<file path="src/pkg/irq_gate_pkg.sv">
/*
 * Shared constants for the interrupt enable gating block: register offsets,
 * field positions, writable and reset masks.
 * Assumes an AHB-Lite slave with 32-bit data, one word per register.
 */
`default_nettype none
package irq_gate_pkg;
    localparam int DATA_W = 32;
    localparam int ADDR_W = 8;

    // byte offsets of the two register views
    localparam logic [ADDR_W-1:0] OFS_ENABLE_SET = 8'h88;
    localparam logic [ADDR_W-1:0] OFS_ENABLE_CLEAR = 8'h8C;

    // field positions
    localparam int BIT_GLOBAL_IRQ_GATE = 31;
    localparam int BIT_MAKER_PRIVATE_EVENT = 30;
    localparam int BIT_SOFTWARE_TRIGGERED_EVENT = 29;
    localparam int BIT_TIMED_RECEIVE_SUMMARY = 7;

    // implemented bits: all but 28 and 14..10
    localparam logic [DATA_W-1:0] ENABLE_WRITABLE = 32'hEFFF_83FF;
    // reset value: undefined bits are taken as 0 as well
    localparam logic [DATA_W-1:0] ENABLE_RESET = 32'h0000_0000;
    // bits that gate an event at the same position (every implemented bit but 31)
    localparam logic [DATA_W-1:0] EVENT_GATED = 32'h6FFF_83FF;

    localparam logic [1:0] HTRANS_NONSEQ = 2'b10;
    localparam logic [2:0] HSIZE_WORD = 3'b010;
    localparam logic HRESP_OKAY = 1'b0;
endpackage : irq_gate_pkg
`default_nettype wire

</file>
<file path="src/hw/host_interrupt_mask_gating.sv">
/*
 * Interrupt enable register with set and clear views, and the gate that
 * drives the external interrupt from the event vector.
 * Assumes a single AHB-Lite master, word transfers, and an event vector
 * plus per-context receive events supplied by neighbouring logic.
 */
// Added by the designer: the AHB-Lite interface to the registers.
`timescale 1ns/1ps
`default_nettype none
module host_interrupt_mask_gating #(
    parameter int RX_CONTEXTS = 8
) (
    input wire logic hclk,
    input wire logic hresetn,
    input wire logic hsel,
    input wire logic [irq_gate_pkg::ADDR_W-1:0] haddr,
    input wire logic [1:0] htrans,
    input wire logic hwrite,
    input wire logic [2:0] hsize,
    input wire logic [irq_gate_pkg::DATA_W-1:0] hwdata,
    input wire logic hready,
    output logic [irq_gate_pkg::DATA_W-1:0] hrdata,
    output logic hreadyout,
    output logic hresp,
    input wire logic [irq_gate_pkg::DATA_W-1:0] event_bits,
    input wire logic [RX_CONTEXTS-1:0] rx_context_events,
    input wire logic [RX_CONTEXTS-1:0] rx_context_enables,
    output logic [irq_gate_pkg::DATA_W-1:0] enable_mask,
    output logic irq_out
);
    import irq_gate_pkg::*;

    // the receive summary is one OR tree; more than a word of contexts is not served
    if (RX_CONTEXTS < 1 || RX_CONTEXTS > 32) begin : g_bad_rx_contexts
        $error("RX_CONTEXTS out of range");
    end

    logic [DATA_W-1:0] enable_q;
    logic wr_pend_q;
    logic wr_clear_q;
    logic take;
    logic hit_set;
    logic hit_clear;
    logic [DATA_W-1:0] events_eff;
    logic [DATA_W-1:0] pending;

    function automatic logic is_word(input logic [ADDR_W-1:0] a, input logic [ADDR_W-1:0] ofs);
        is_word = (a[ADDR_W-1:2] == ofs[ADDR_W-1:2]);
    endfunction : is_word

    // zero-wait slave: every transfer finishes in its first data cycle
    assign hreadyout = 1'b1;
    assign hresp = HRESP_OKAY;

    assign take = hsel && hready && (htrans == HTRANS_NONSEQ) && (hsize == HSIZE_WORD);
    assign hit_set = is_word(haddr, OFS_ENABLE_SET);
    assign hit_clear = is_word(haddr, OFS_ENABLE_CLEAR);

    always_ff @(posedge hclk or negedge hresetn) begin
        if (!hresetn) begin
            wr_pend_q <= 1'b0;
            wr_clear_q <= 1'b0;
        end else begin
            wr_pend_q <= take && hwrite && (hit_set || hit_clear);
            wr_clear_q <= hit_clear;
        end
    end

    // write-one semantics, zeros leave bits alone; reserved bits never store
    always_ff @(posedge hclk or negedge hresetn) begin
        if (!hresetn) begin
            enable_q <= ENABLE_RESET;
        end else if (wr_pend_q) begin
            if (wr_clear_q) begin
                enable_q <= enable_q & ~(hwdata & ENABLE_WRITABLE);
            end else begin
                enable_q <= enable_q | (hwdata & ENABLE_WRITABLE);
            end
        end
    end

    // read data registered; unmapped words read as zero
    always_ff @(posedge hclk or negedge hresetn) begin
        if (!hresetn) begin
            hrdata <= '0;
        end else if (take && !hwrite) begin
            if (hit_set || hit_clear) begin
                hrdata <= enable_q & ENABLE_WRITABLE;
            end else begin
                hrdata <= '0;
            end
        end
    end

    // receive summary comes straight from the contexts, not a latched copy
    always_comb begin
        events_eff = event_bits;
        events_eff[BIT_TIMED_RECEIVE_SUMMARY] = |(rx_context_events & rx_context_enables);
    end

    // same-position gating for the implemented bits among 30..0 (not 28, 14..10), bit 31 gates the whole output
    assign pending = events_eff & enable_q & EVENT_GATED;

    always_ff @(posedge hclk or negedge hresetn) begin
        if (!hresetn) begin
            irq_out <= 1'b0;
        end else begin
            irq_out <= enable_q[BIT_GLOBAL_IRQ_GATE] && (|pending);
        end
    end

    assign enable_mask = enable_q & ENABLE_WRITABLE;
endmodule : host_interrupt_mask_gating
`default_nettype wire

</file>
<file path="config.mk">
export PLATFORM = sky130hd
export DESIGN_NAME = host_interrupt_mask_gating
export DESIGN_NICKNAME = d
export VERILOG_FILES = /design/src/pkg/irq_gate_pkg.sv /design/src/hw/host_interrupt_mask_gating.sv
export SDC_FILE = /design/constraint.sdc
export NUM_CORES = 1
export LEC_CHECK = 0
export BUFFER_PORTS_ARGS = -buffer_cell sky130_fd_sc_hd__buf_4
export CORE_MARGIN = 2
export CORE_UTILIZATION = 38
export DETAILED_ROUTE_END_ITERATION = 16
export PLACE_DENSITY_LB_ADDON = 0.2
export RECOVER_POWER = 50
export SLEW_MARGIN = 40
export SYNTH_ARGS = -nofsm -noshare
export SYNTH_HDL_FRONTEND = slang
export SYNTH_SLANG_ARGS = --single-unit
</file>
<file path="constraint.sdc">
create_clock -name hclk -period 1.1 [get_ports hclk]
set_input_delay 0.22 -clock hclk [delete_from_list [all_inputs] [get_ports hclk]]
set_output_delay 0.22 -clock hclk [all_outputs]
set_load 0.01 [all_outputs]
</file>
==> impl_metrics.yaml, run 1 <==
run_status:
  status: "complete, but fails checks"
  failed_checks: "setup timing"
clock_tree:
  cts_tree: "built"
  cts.sinks: 55
  clk_pin_slew_ps: 110
  clk_path_buf_depth: 2
  clk_latency_ps: 310
  cts_made_buffers: 5
  h-tree-depth: 2
  clock-root-buffer: "clkbuf_8"
logic_synthesis:
  synthDistinctLibCells: 25
  synth_area_leaders: "dfrtp_1 (55%), o21ai_0 (10%), nand2_1 (8.0%)"
  synth_seq_cells: 55
  yosysSeqAreaShare: 0.5539
  async_reset_ff_frac: 1.000
  syn_avg_cell_area_um2: 9.237
  ys.flop_type: "dfrtp_1"
  yosysWarnings: 0
  synth.cells.most_frequent: "dfrtp_1 (55), nand2_1 (53), o21ai_0 (51)"
  syn_area_mm2: 0.002485
  synth_top_area_cell: "dfrtp_1"
  synth_edf_count: 0
  synthCells: 269
  synth_top_area_frac: 0.5539
  synth.most_common_cell: "dfrtp_1"
route:
  wl_met1_um: 3778
  drt_wl_total_um: 8967
  route.top_layer_used: "met4"
  dr_wl_met3_um: 657
  drc_errors: 0
  drt_iter0_drc: 115
  drt.antenna.violating_nets: 0
  post_drt_wl_per_cell_um: 16.24
  vias_per_cell: 4.826
  firstDrtPassIters: 4
  num_vias: 2664
  route.met2.wl_um: 4419
die:
  die_w_um: 84.87
  row_count: 29
  die_y_um: 84.87
  num_io_pins: 165
  core_mm2: 0.006350
  initial_core_util: 0.3913
  dieArea_mm2: 0.007202
pwr:
  pwr-share-comb: 0.215
  leakage_nw: 2.350
  clock_power_share: 0.267
  p_total_w: 0.004345
  seqPwrFrac: 0.518
  p_int_w: 0.003178
  switching_power_w: 0.001167
  irDropWorstVdd_mv: 0.6547
  power_density_mw_per_mm2: 920.0
  switching_share: 0.2685
sta:
  setup_ws_ps: -246.4
  min_period_over_period: 1.224
  setup_viol: 51
  fin_skew_ps: 8.501
  whs_ps: 113.7
  slew-limit-headroom: 0.6446
  fmax_mhz: 742.7
  rsz0062_at_grt: "yes"
  worst_slew_pin_slew_ps: 533.2
  maxSlewViolCount: 0
  layout_min_cycle_time_ps: 1346
  finalHoldViolations: 0
placement:
  hpwl_um: 5430
  place_ws_ps: -303.4
  gp_congestion: 0.7438
  numPortBuffers: 134
  dpl_cell_area_mm2: 0.003781
flow_run:
  max_cap_viol_count: 0
global_routing:
  grt_pass1_vias: 2624
  grt_remaining_overflow: 0
  grt_pass1_wl_um: 12460
  antenna_found_initial: 0
  grt_usage: 0.2195
  grt_max_degree: 56
setup_path:
  required_ps: 1300
  ff2ff_setup_slack_ps: -250
  worstPathMaxFanout: 2
  worstSetupPathType: "flop to flop"
  start_kind: "flop"
  worst_setup_path_end_kind: "flop"
  crit_arrival_ps: 1550
finish:
  area_growth_pct: 90.08
  final_util: 0.7438
  diodes: 0
  drive_gt1_frac: 0.5453
  fin_area_mm2: 0.004723
  nNetsFinal: 572
  fill_cells: 467
hold_path:
  hold_class: "input pin to flop"
==> final timing paths <==
check	startpoint	to	cells past startpoint
worst max register to register	flop	irq_out	4
max in group asynchronous	hresetn	async pin	3
worst max-delay path	flop	irq_out	4
worst min-delay path	haddr[2]	wr_clear_q	2
min in group asynchronous	hresetn	async pin	3
worst min register to register	hrdata[5]	hrdata[5]	2
==> routing by layer <==
layer / GRT usage / up-vias
met5: 0 / -
met4: 0.05628 / 0
met3: 0.06226 / 11
met2: 0.3629 / 109
met1: 0.2866 / 1259
li1: - / 1285
==> metrics by stage <==
stage               TNS [ps]  instances
finish                 -4860        552
global route           -6728        552
CTS                    -2512        527
detailed placement     -7600        496
global placement       -6523        496
floorplan              -4502        281
==> final cells by class <==
| cell class | count | area (µm²) | area share |
|---|---|---|---|
| Tap cell | 77 | 96.34 | 0.02040 |
| Clock buffer | 5 | 68.82 | 0.01457 |
| Timing Repair Buffer | 213 | 2002 | 0.4238 |
| Multi-Input combinational cell | 172 | 1060 | 0.2244 |
| Sequential cell | 55 | 1376 | 0.2914 |
| Inverter | 27 | 101.3 | 0.02146 |
| Clock inverter | 3 | 18.77 | 0.003974 |
==> cells by family after synthesis <==
kind of cell / share of synthesized area
compound gates: 0.1657
buf+inv: 0.1143
flops: 0.5539
other cells: 0.003022
simple gates: 0.1631
==> power groups by stage <==
stage | sequential [W] | clock, W | combinational (W)
floorplan | 0.00232 | 0 | 0.000188
global placement | 0.00227 | 0 | 0.000724
detailed placement | 0.00227 | 0 | 0.000741
CTS | 0.00223 | 0.00117 | 0.000760
global route | 0.00227 | 0.00126 | 0.00102
finish | 0.00225 | 0.00116 | 0.000934
==> timing repair <==
action / CTS / global route
pin swaps: 1 / 16
hold buffers: 1 / 0
hold endpoints to repair: 55 / 0
gates cloned: 0 / 7
resized for setup: 45 / 82
setup buffers: 22 / 22
setup endpoints to repair: 29 / 70
==> layout by cell type (no fill, tap or decap), types with 8 or more instances in the layout <==
cell,netlist,routed
nand3_2,0,16
o21ai_0,51,26
a22oi_1,8,8
conb_1,2,14
nand3_1,26,9
buf_6,3,74
dfrtp_1,55,55
buf_4,14,128
o21ai_1,0,10
o21ai_2,1,16
nand2_1,53,53
inv_1,27,27
==> critical path: stages, from the launching register on <==
cell	delay, ps
dfrtp_1	420
a22o_1	220
a221oi_2	220
nand4_1	130
o31a_1	250
Power figures use the tool's default switching activity.
==> run 2, diff against run 1 <==
--- a/config.mk
+++ b/config.mk
@@ -5,10 +5,12 @@
 export SDC_FILE = /design/constraint.sdc
 export NUM_CORES = 1
 export LEC_CHECK = 0
+export ABC_CLOCK_PERIOD_IN_PS = 1100
 export BUFFER_PORTS_ARGS = -buffer_cell sky130_fd_sc_hd__buf_4
 export CORE_MARGIN = 2
 export CORE_UTILIZATION = 38
 export DETAILED_ROUTE_END_ITERATION = 16
+export MAX_ROUTING_LAYER = met4
 export PLACE_DENSITY_LB_ADDON = 0.2
 export RECOVER_POWER = 50
 export SLEW_MARGIN = 40
==> run 2 against run 1 <==
  * The flow still finishes with violations (setup timing)
  * Hold slack is essentially flat
  * Clock skew increased by 1.0 ps
  * Die area is the same
  * Combinational power is essentially flat
  * Flip-flop and latch count stayed put
  * Non-clock buffer count did not move
  * First-iteration DRC count is 23% lower
  * Sequential power is essentially flat
  * Highest routed layer unchanged
==> impl_metrics.yaml, run 2 (same netlist as run 1, synthesis figures left out) <==
route:
  post_drt_wl_per_cell_um: 16.32
  drt_iter0_drc: 89
  num_vias: 2664
  firstDrtPassIters: 4
  drt_wl_total_um: 9007
  drt.antenna.violating_nets: 0
  drc_errors: 0
  vias_per_cell: 4.826
clock_tree:
  clk_latency_ps: 320
  clock-root-buffer: "clkbuf_8"
  cts.sinks: 55
  cts_tree: "built"
  h-tree-depth: 2
  clk_pin_slew_ps: 110
  clk_path_buf_depth: 2
  cts_made_buffers: 5
finish:
  final_common_cell: "buf_4"
  final_cell_mix: "buf_4 (128), buf_6 (74), dfrtp_1 (55), nand2_1 (53), inv_1 (27)"
  nNetsFinal: 572
  fill_cells: 466
  diodes: 0
  drive_gt1_frac: 0.5453
  fin_area_mm2: 0.004716
  area_growth_pct: 89.78
  final_util: 0.7427
setup_path:
  worstPathMaxFanout: 2
  cp_cell_sequence: "a22o_1 > a221oi_2 > nand4_1 > o31a_1"
  crit_arrival_ps: 1550
  worstSetupPathType: "flop to flop"
  required_ps: 1300
  slowest_delay_ps: 420
  worst_setup_path_end_kind: "flop"
  critical-path-slowest-cell: "dfrtp_1"
  start_kind: "flop"
global_routing:
  grt_max_degree: 56
  grt_pass1_vias: 2628
  antenna_found_initial: 0
  grt_usage: 0.2262
  grt_remaining_overflow: 0
  grt_pass1_wl_um: 12430
placement:
  gp_congestion: 0.7532
  numPortBuffers: 134
  place_ws_ps: -303.4
  dpl_cell_area_mm2: 0.003781
  hpwl_um: 5430
sta:
  rsz0062_at_grt: "yes"
  worst_slew_pin_slew_ps: 527.2
  whs_ps: 113.6
  setup_ws_ps: -250.1
  fmax_mhz: 740.7
  maxSlewViolCount: 0
  layout_min_cycle_time_ps: 1350
  slew-limit-headroom: 0.6485
  fin_skew_ps: 9.526
  min_period_over_period: 1.227
  finalHoldViolations: 0
  setup_viol: 51
run_status:
  failed_checks: "setup timing"
  status: "complete, but fails checks"
die:
  die_y_um: 84.87
  core_mm2: 0.006350
  num_io_pins: 165
  row_count: 29
  die_w_um: 84.87
  initial_core_util: 0.3913
  dieArea_mm2: 0.007202
pwr:
  leakage_nw: 2.350
  irDropWorstVdd_mv: 0.6502
  power_density_mw_per_mm2: 922.3
hold_path:
  hold_class: "input pin to flop"
flow_run:
  max_cap_viol_count: 0
## run 2: stage by stage
step,TNS [ps],total power [W],cells
final,-4992,0.004349,552
after global routing,-6750,0.004560,552
after CTS,-2512,0.004162,527
after detailed placement,-7600,0.003008,496
after global placement,-6523,0.002991,496
after floorplan,-4502,0.002509,281
## run 2: path summary, 6_finish.rpt
check	startpoint	endpoint	slack, ps	depth (start not counted)
setup / recovery	flop	irq_out	-250	4
hold / removal	haddr[2]	wr_clear_q	110	2
setup reg to reg	flop	irq_out	-250	4
hold reg to reg	hrdata[8]	hrdata[8]	530	2
max in group asynchronous	hresetn	async pin	200	3
min in group asynchronous	hresetn	async pin	510	3
## run 2: area by class of cell
class	count	area [µm²]	share of cell area
clock inverters	3	18.77	0.003980
well taps	77	96.34	0.02043
clock buffers	5	68.82	0.01459
multi-input cells	172	1052	0.2231
repair buffers	213	2002	0.4245
flip-flops and latches	55	1376	0.2919
inverters	27	101.3	0.02149
## run 2: worst max-delay path: cells and delay by family (launching register included)
kind | cells | cell delay, ps
compound gates | 3 | 690
flops | 1 | 420
simple gates | 1 | 120
## run 2: repair_timing
item / 4_1_cts / 5_1_grt
gates resized for setup: 45 / 81
endpoints found under the setup margin: 29 / 70
buffers inserted: 22 / 22
pin swaps: 1 / 16
gates cloned: 0 / 7
hold endpoints to repair: 55 / 0
hold buffers: 1 / 0
## run 2: power by group
part	total [W]	internal, W	switching (W)	leakage, nW
registers	0.00225	0.00215	0.000101	0.661
clock network	0.00116	0.000451	0.000712	0.0483
logic	0.000934	0.000576	0.000358	1.64
## run 2: metal layers
layer | vias up | track usage | share of wire
li1 | 1283 | - | -
met1 | 1252 | 0.2949 | 0.43
met2 | 117 | 0.3601 | 0.49
met3 | 12 | 0.05350 | 0.069
met4 | 0 | 0.05628 | 0.012
met5 | - | - | 0
==> run 3, diff against run 2 <==
--- a/config.mk
+++ b/config.mk
@@ -10,6 +10,7 @@
 export CORE_MARGIN = 2
 export CORE_UTILIZATION = 38
 export DETAILED_ROUTE_END_ITERATION = 16
+export GPL_TIMING_DRIVEN = 0
 export MAX_ROUTING_LAYER = met4
 export PLACE_DENSITY_LB_ADDON = 0.2
 export RECOVER_POWER = 50
==> run 3 against run 2 <==
  * The run still ends with setup timing left
  * Critical path type unchanged
  * Flip-flop and latch count unchanged
  * Non-clock buffer count down 10
  * Maximum frequency down 1.1%
  * Largest cell class unchanged
==> impl_metrics.yaml, run 3 (same netlist as run 1, synthesis figures left out) <==
pwr:
  p_total_w: 0.004553
  irDropWorstVdd_mv: 0.7905
  power_density_mw_per_mm2: 978.9
  leakage_nw: 2.267
setup_path:
  worstSetupPathType: "flop to flop"
  critical-path-slowest-cell: "dfrtp_2"
  start_kind: "flop"
  worst_setup_path_end_kind: "flop"
  slowest_delay_ps: 440
  crit_arrival_ps: 1570
  r2r_cells: 4
  crit_family: "compound AO/OA/AOI/OAI gates"
  ff2ff_setup_slack_ps: -270
  required_ps: 1310
  worstPathMaxFanout: 2
  cp_cell_sequence: "a22o_1 > a221oi_2 > nand4_1 > o31a_1"
  crit_buf_inv: 0
  r2r-end: "irq_out"
clock_tree:
  cts.sinks: 55
  h-tree-depth: 2
  cts_made_buffers: 5
  clk_pin_slew_ps: 100
  cts_tree: "built"
  clock-root-buffer: "clkbuf_8"
  clk_latency_ps: 310
  clk_path_buf_depth: 2
finish:
  diodes: 0
  multi_input_area_mm2: 0.001127
  area_growth_pct: 87.16
  nNetsFinal: 562
  drive_gt1_frac: 0.5591
  final_cell_mix: "buf_4 (144), nand2_1 (53), dfrtp_1 (46), buf_6 (41), inv_1 (27)"
  seq_area_mm2: 0.001388
  final_common_cell: "buf_4"
  fill_cells: 492
run_status:
  status: "complete, but fails checks"
  failed_checks: "setup timing"
sta:
  rsz0062_at_grt: "yes"
  fin_skew_ps: 8.217
  slew-limit-headroom: 0.5244
  setup_viol: 43
  whs_ps: 119.3
  layout_min_cycle_time_ps: 1366
  maxSlewViolCount: 0
  worst_slew_pin_slew_ps: 713.5
  min_period_over_period: 1.241
  setup_ws_ps: -265.6
  fmax_mhz: 732.3
  finalHoldViolations: 0
route:
  drt_iter0_drc: 132
  num_vias: 2643
  post_drt_wl_per_cell_um: 15.72
  drt.antenna.violating_nets: 0
  drt_wl_total_um: 8521
  firstDrtPassIters: 4
  drc_errors: 0
  vias_per_cell: 4.876
die:
  core_mm2: 0.006350
  dieArea_mm2: 0.007202
  initial_core_util: 0.3913
  die_y_um: 84.87
  row_count: 29
  num_io_pins: 165
  die_w_um: 84.87
global_routing:
  grt_usage: 0.2348
  grt_pass1_wl_um: 12760
  antenna_found_initial: 0
  grt_pass1_vias: 2532
  grt_remaining_overflow: 0
  grt_max_degree: 56
hold_path:
  hold-path-endpoint: "wr_clear_q"
  hold_class: "input pin to flop"
  hp-start: "haddr[2]"
  hold_depth: 2
flow_run:
  max_cap_viol_count: 0
placement:
  numPortBuffers: 134
  hpwl_um: 5705
  gp_congestion: 0.7400
run 3: area by class of cell:
class | count | share of cell area
Multi-Input combinational cell | 172 | 0.2424
Tap cell | 77 | 0.02072
Clock inverter | 2 | 0.007533
Timing Repair Buffer | 177 | 0.3390
Clock buffer | 6 | 0.01776
Buffer | 26 | 0.05246
Sequential cell | 55 | 0.2984
Inverter | 27 | 0.02179
run 3: power breakdown:
part | internal, W | leakage (nW) | total [W] | switching, W
sequential | 0.00215 | 0.646 | 0.00224 | 0.0000931
combinational | 0.000543 | 1.56 | 0.000892 | 0.000349
clock | 0.000738 | 0.0612 | 0.00142 | 0.000678
run 3: routing by layer:
| layer | share of wire | GRT usage | vias up |
|---|---|---|---|
| met5 | 0 | - | - |
| met4 | 0.0092 | 0.05483 | 0 |
| met3 | 0.060 | 0.04669 | 7 |
| met2 | 0.50 | 0.3758 | 106 |
| met1 | 0.43 | 0.3116 | 1260 |
| li1 | - | - | 1270 |
run 3: timing repair:
item | 4_1_cts | 5_1_grt
buffers inserted | 20 | 18
resized for setup | 64 | 61
pin swaps | 7 | 12
setup endpoints to repair | 73 | 107
hold buffers | 1 | 0
hold endpoints to repair | 55 | 0
cloned | 4 | 0
run 3: through the flow:
stage	instance area [µm²]	worst slack (ps)	utilization	TNS [ps]	cells
6_report	4651	-265.6	0.7324	-1839	542
5_1_grt	4651	-303.6	0.7324	-4516	542
4_1_cts	4260	-254.8	0.6709	-3042	524
3_5_place_dp	3696	-577.0	0.5821	-19820	492
3_3_place_gp	3696	-539.8	0.5821	-18510	492
2_1_floorplan	2594	-185.8	-	-4502	281
run 3: worst max-delay path by stage:
| stage | end | slack [ps] | cells after the start |
|---|---|---|---|
| 2_1_floorplan | hrdata[15] | -190 | 4 |
| 6_report | irq_out | -270 | 4 |
| 5_1_grt | irq_out | -300 | 4 |
| 4_1_cts | irq_out | -250 | 4 |
| 3_5_place_dp | hrdata[30] | -580 | 5 |
| 3_3_place_gp | hrdata[27] | -540 | 5 |
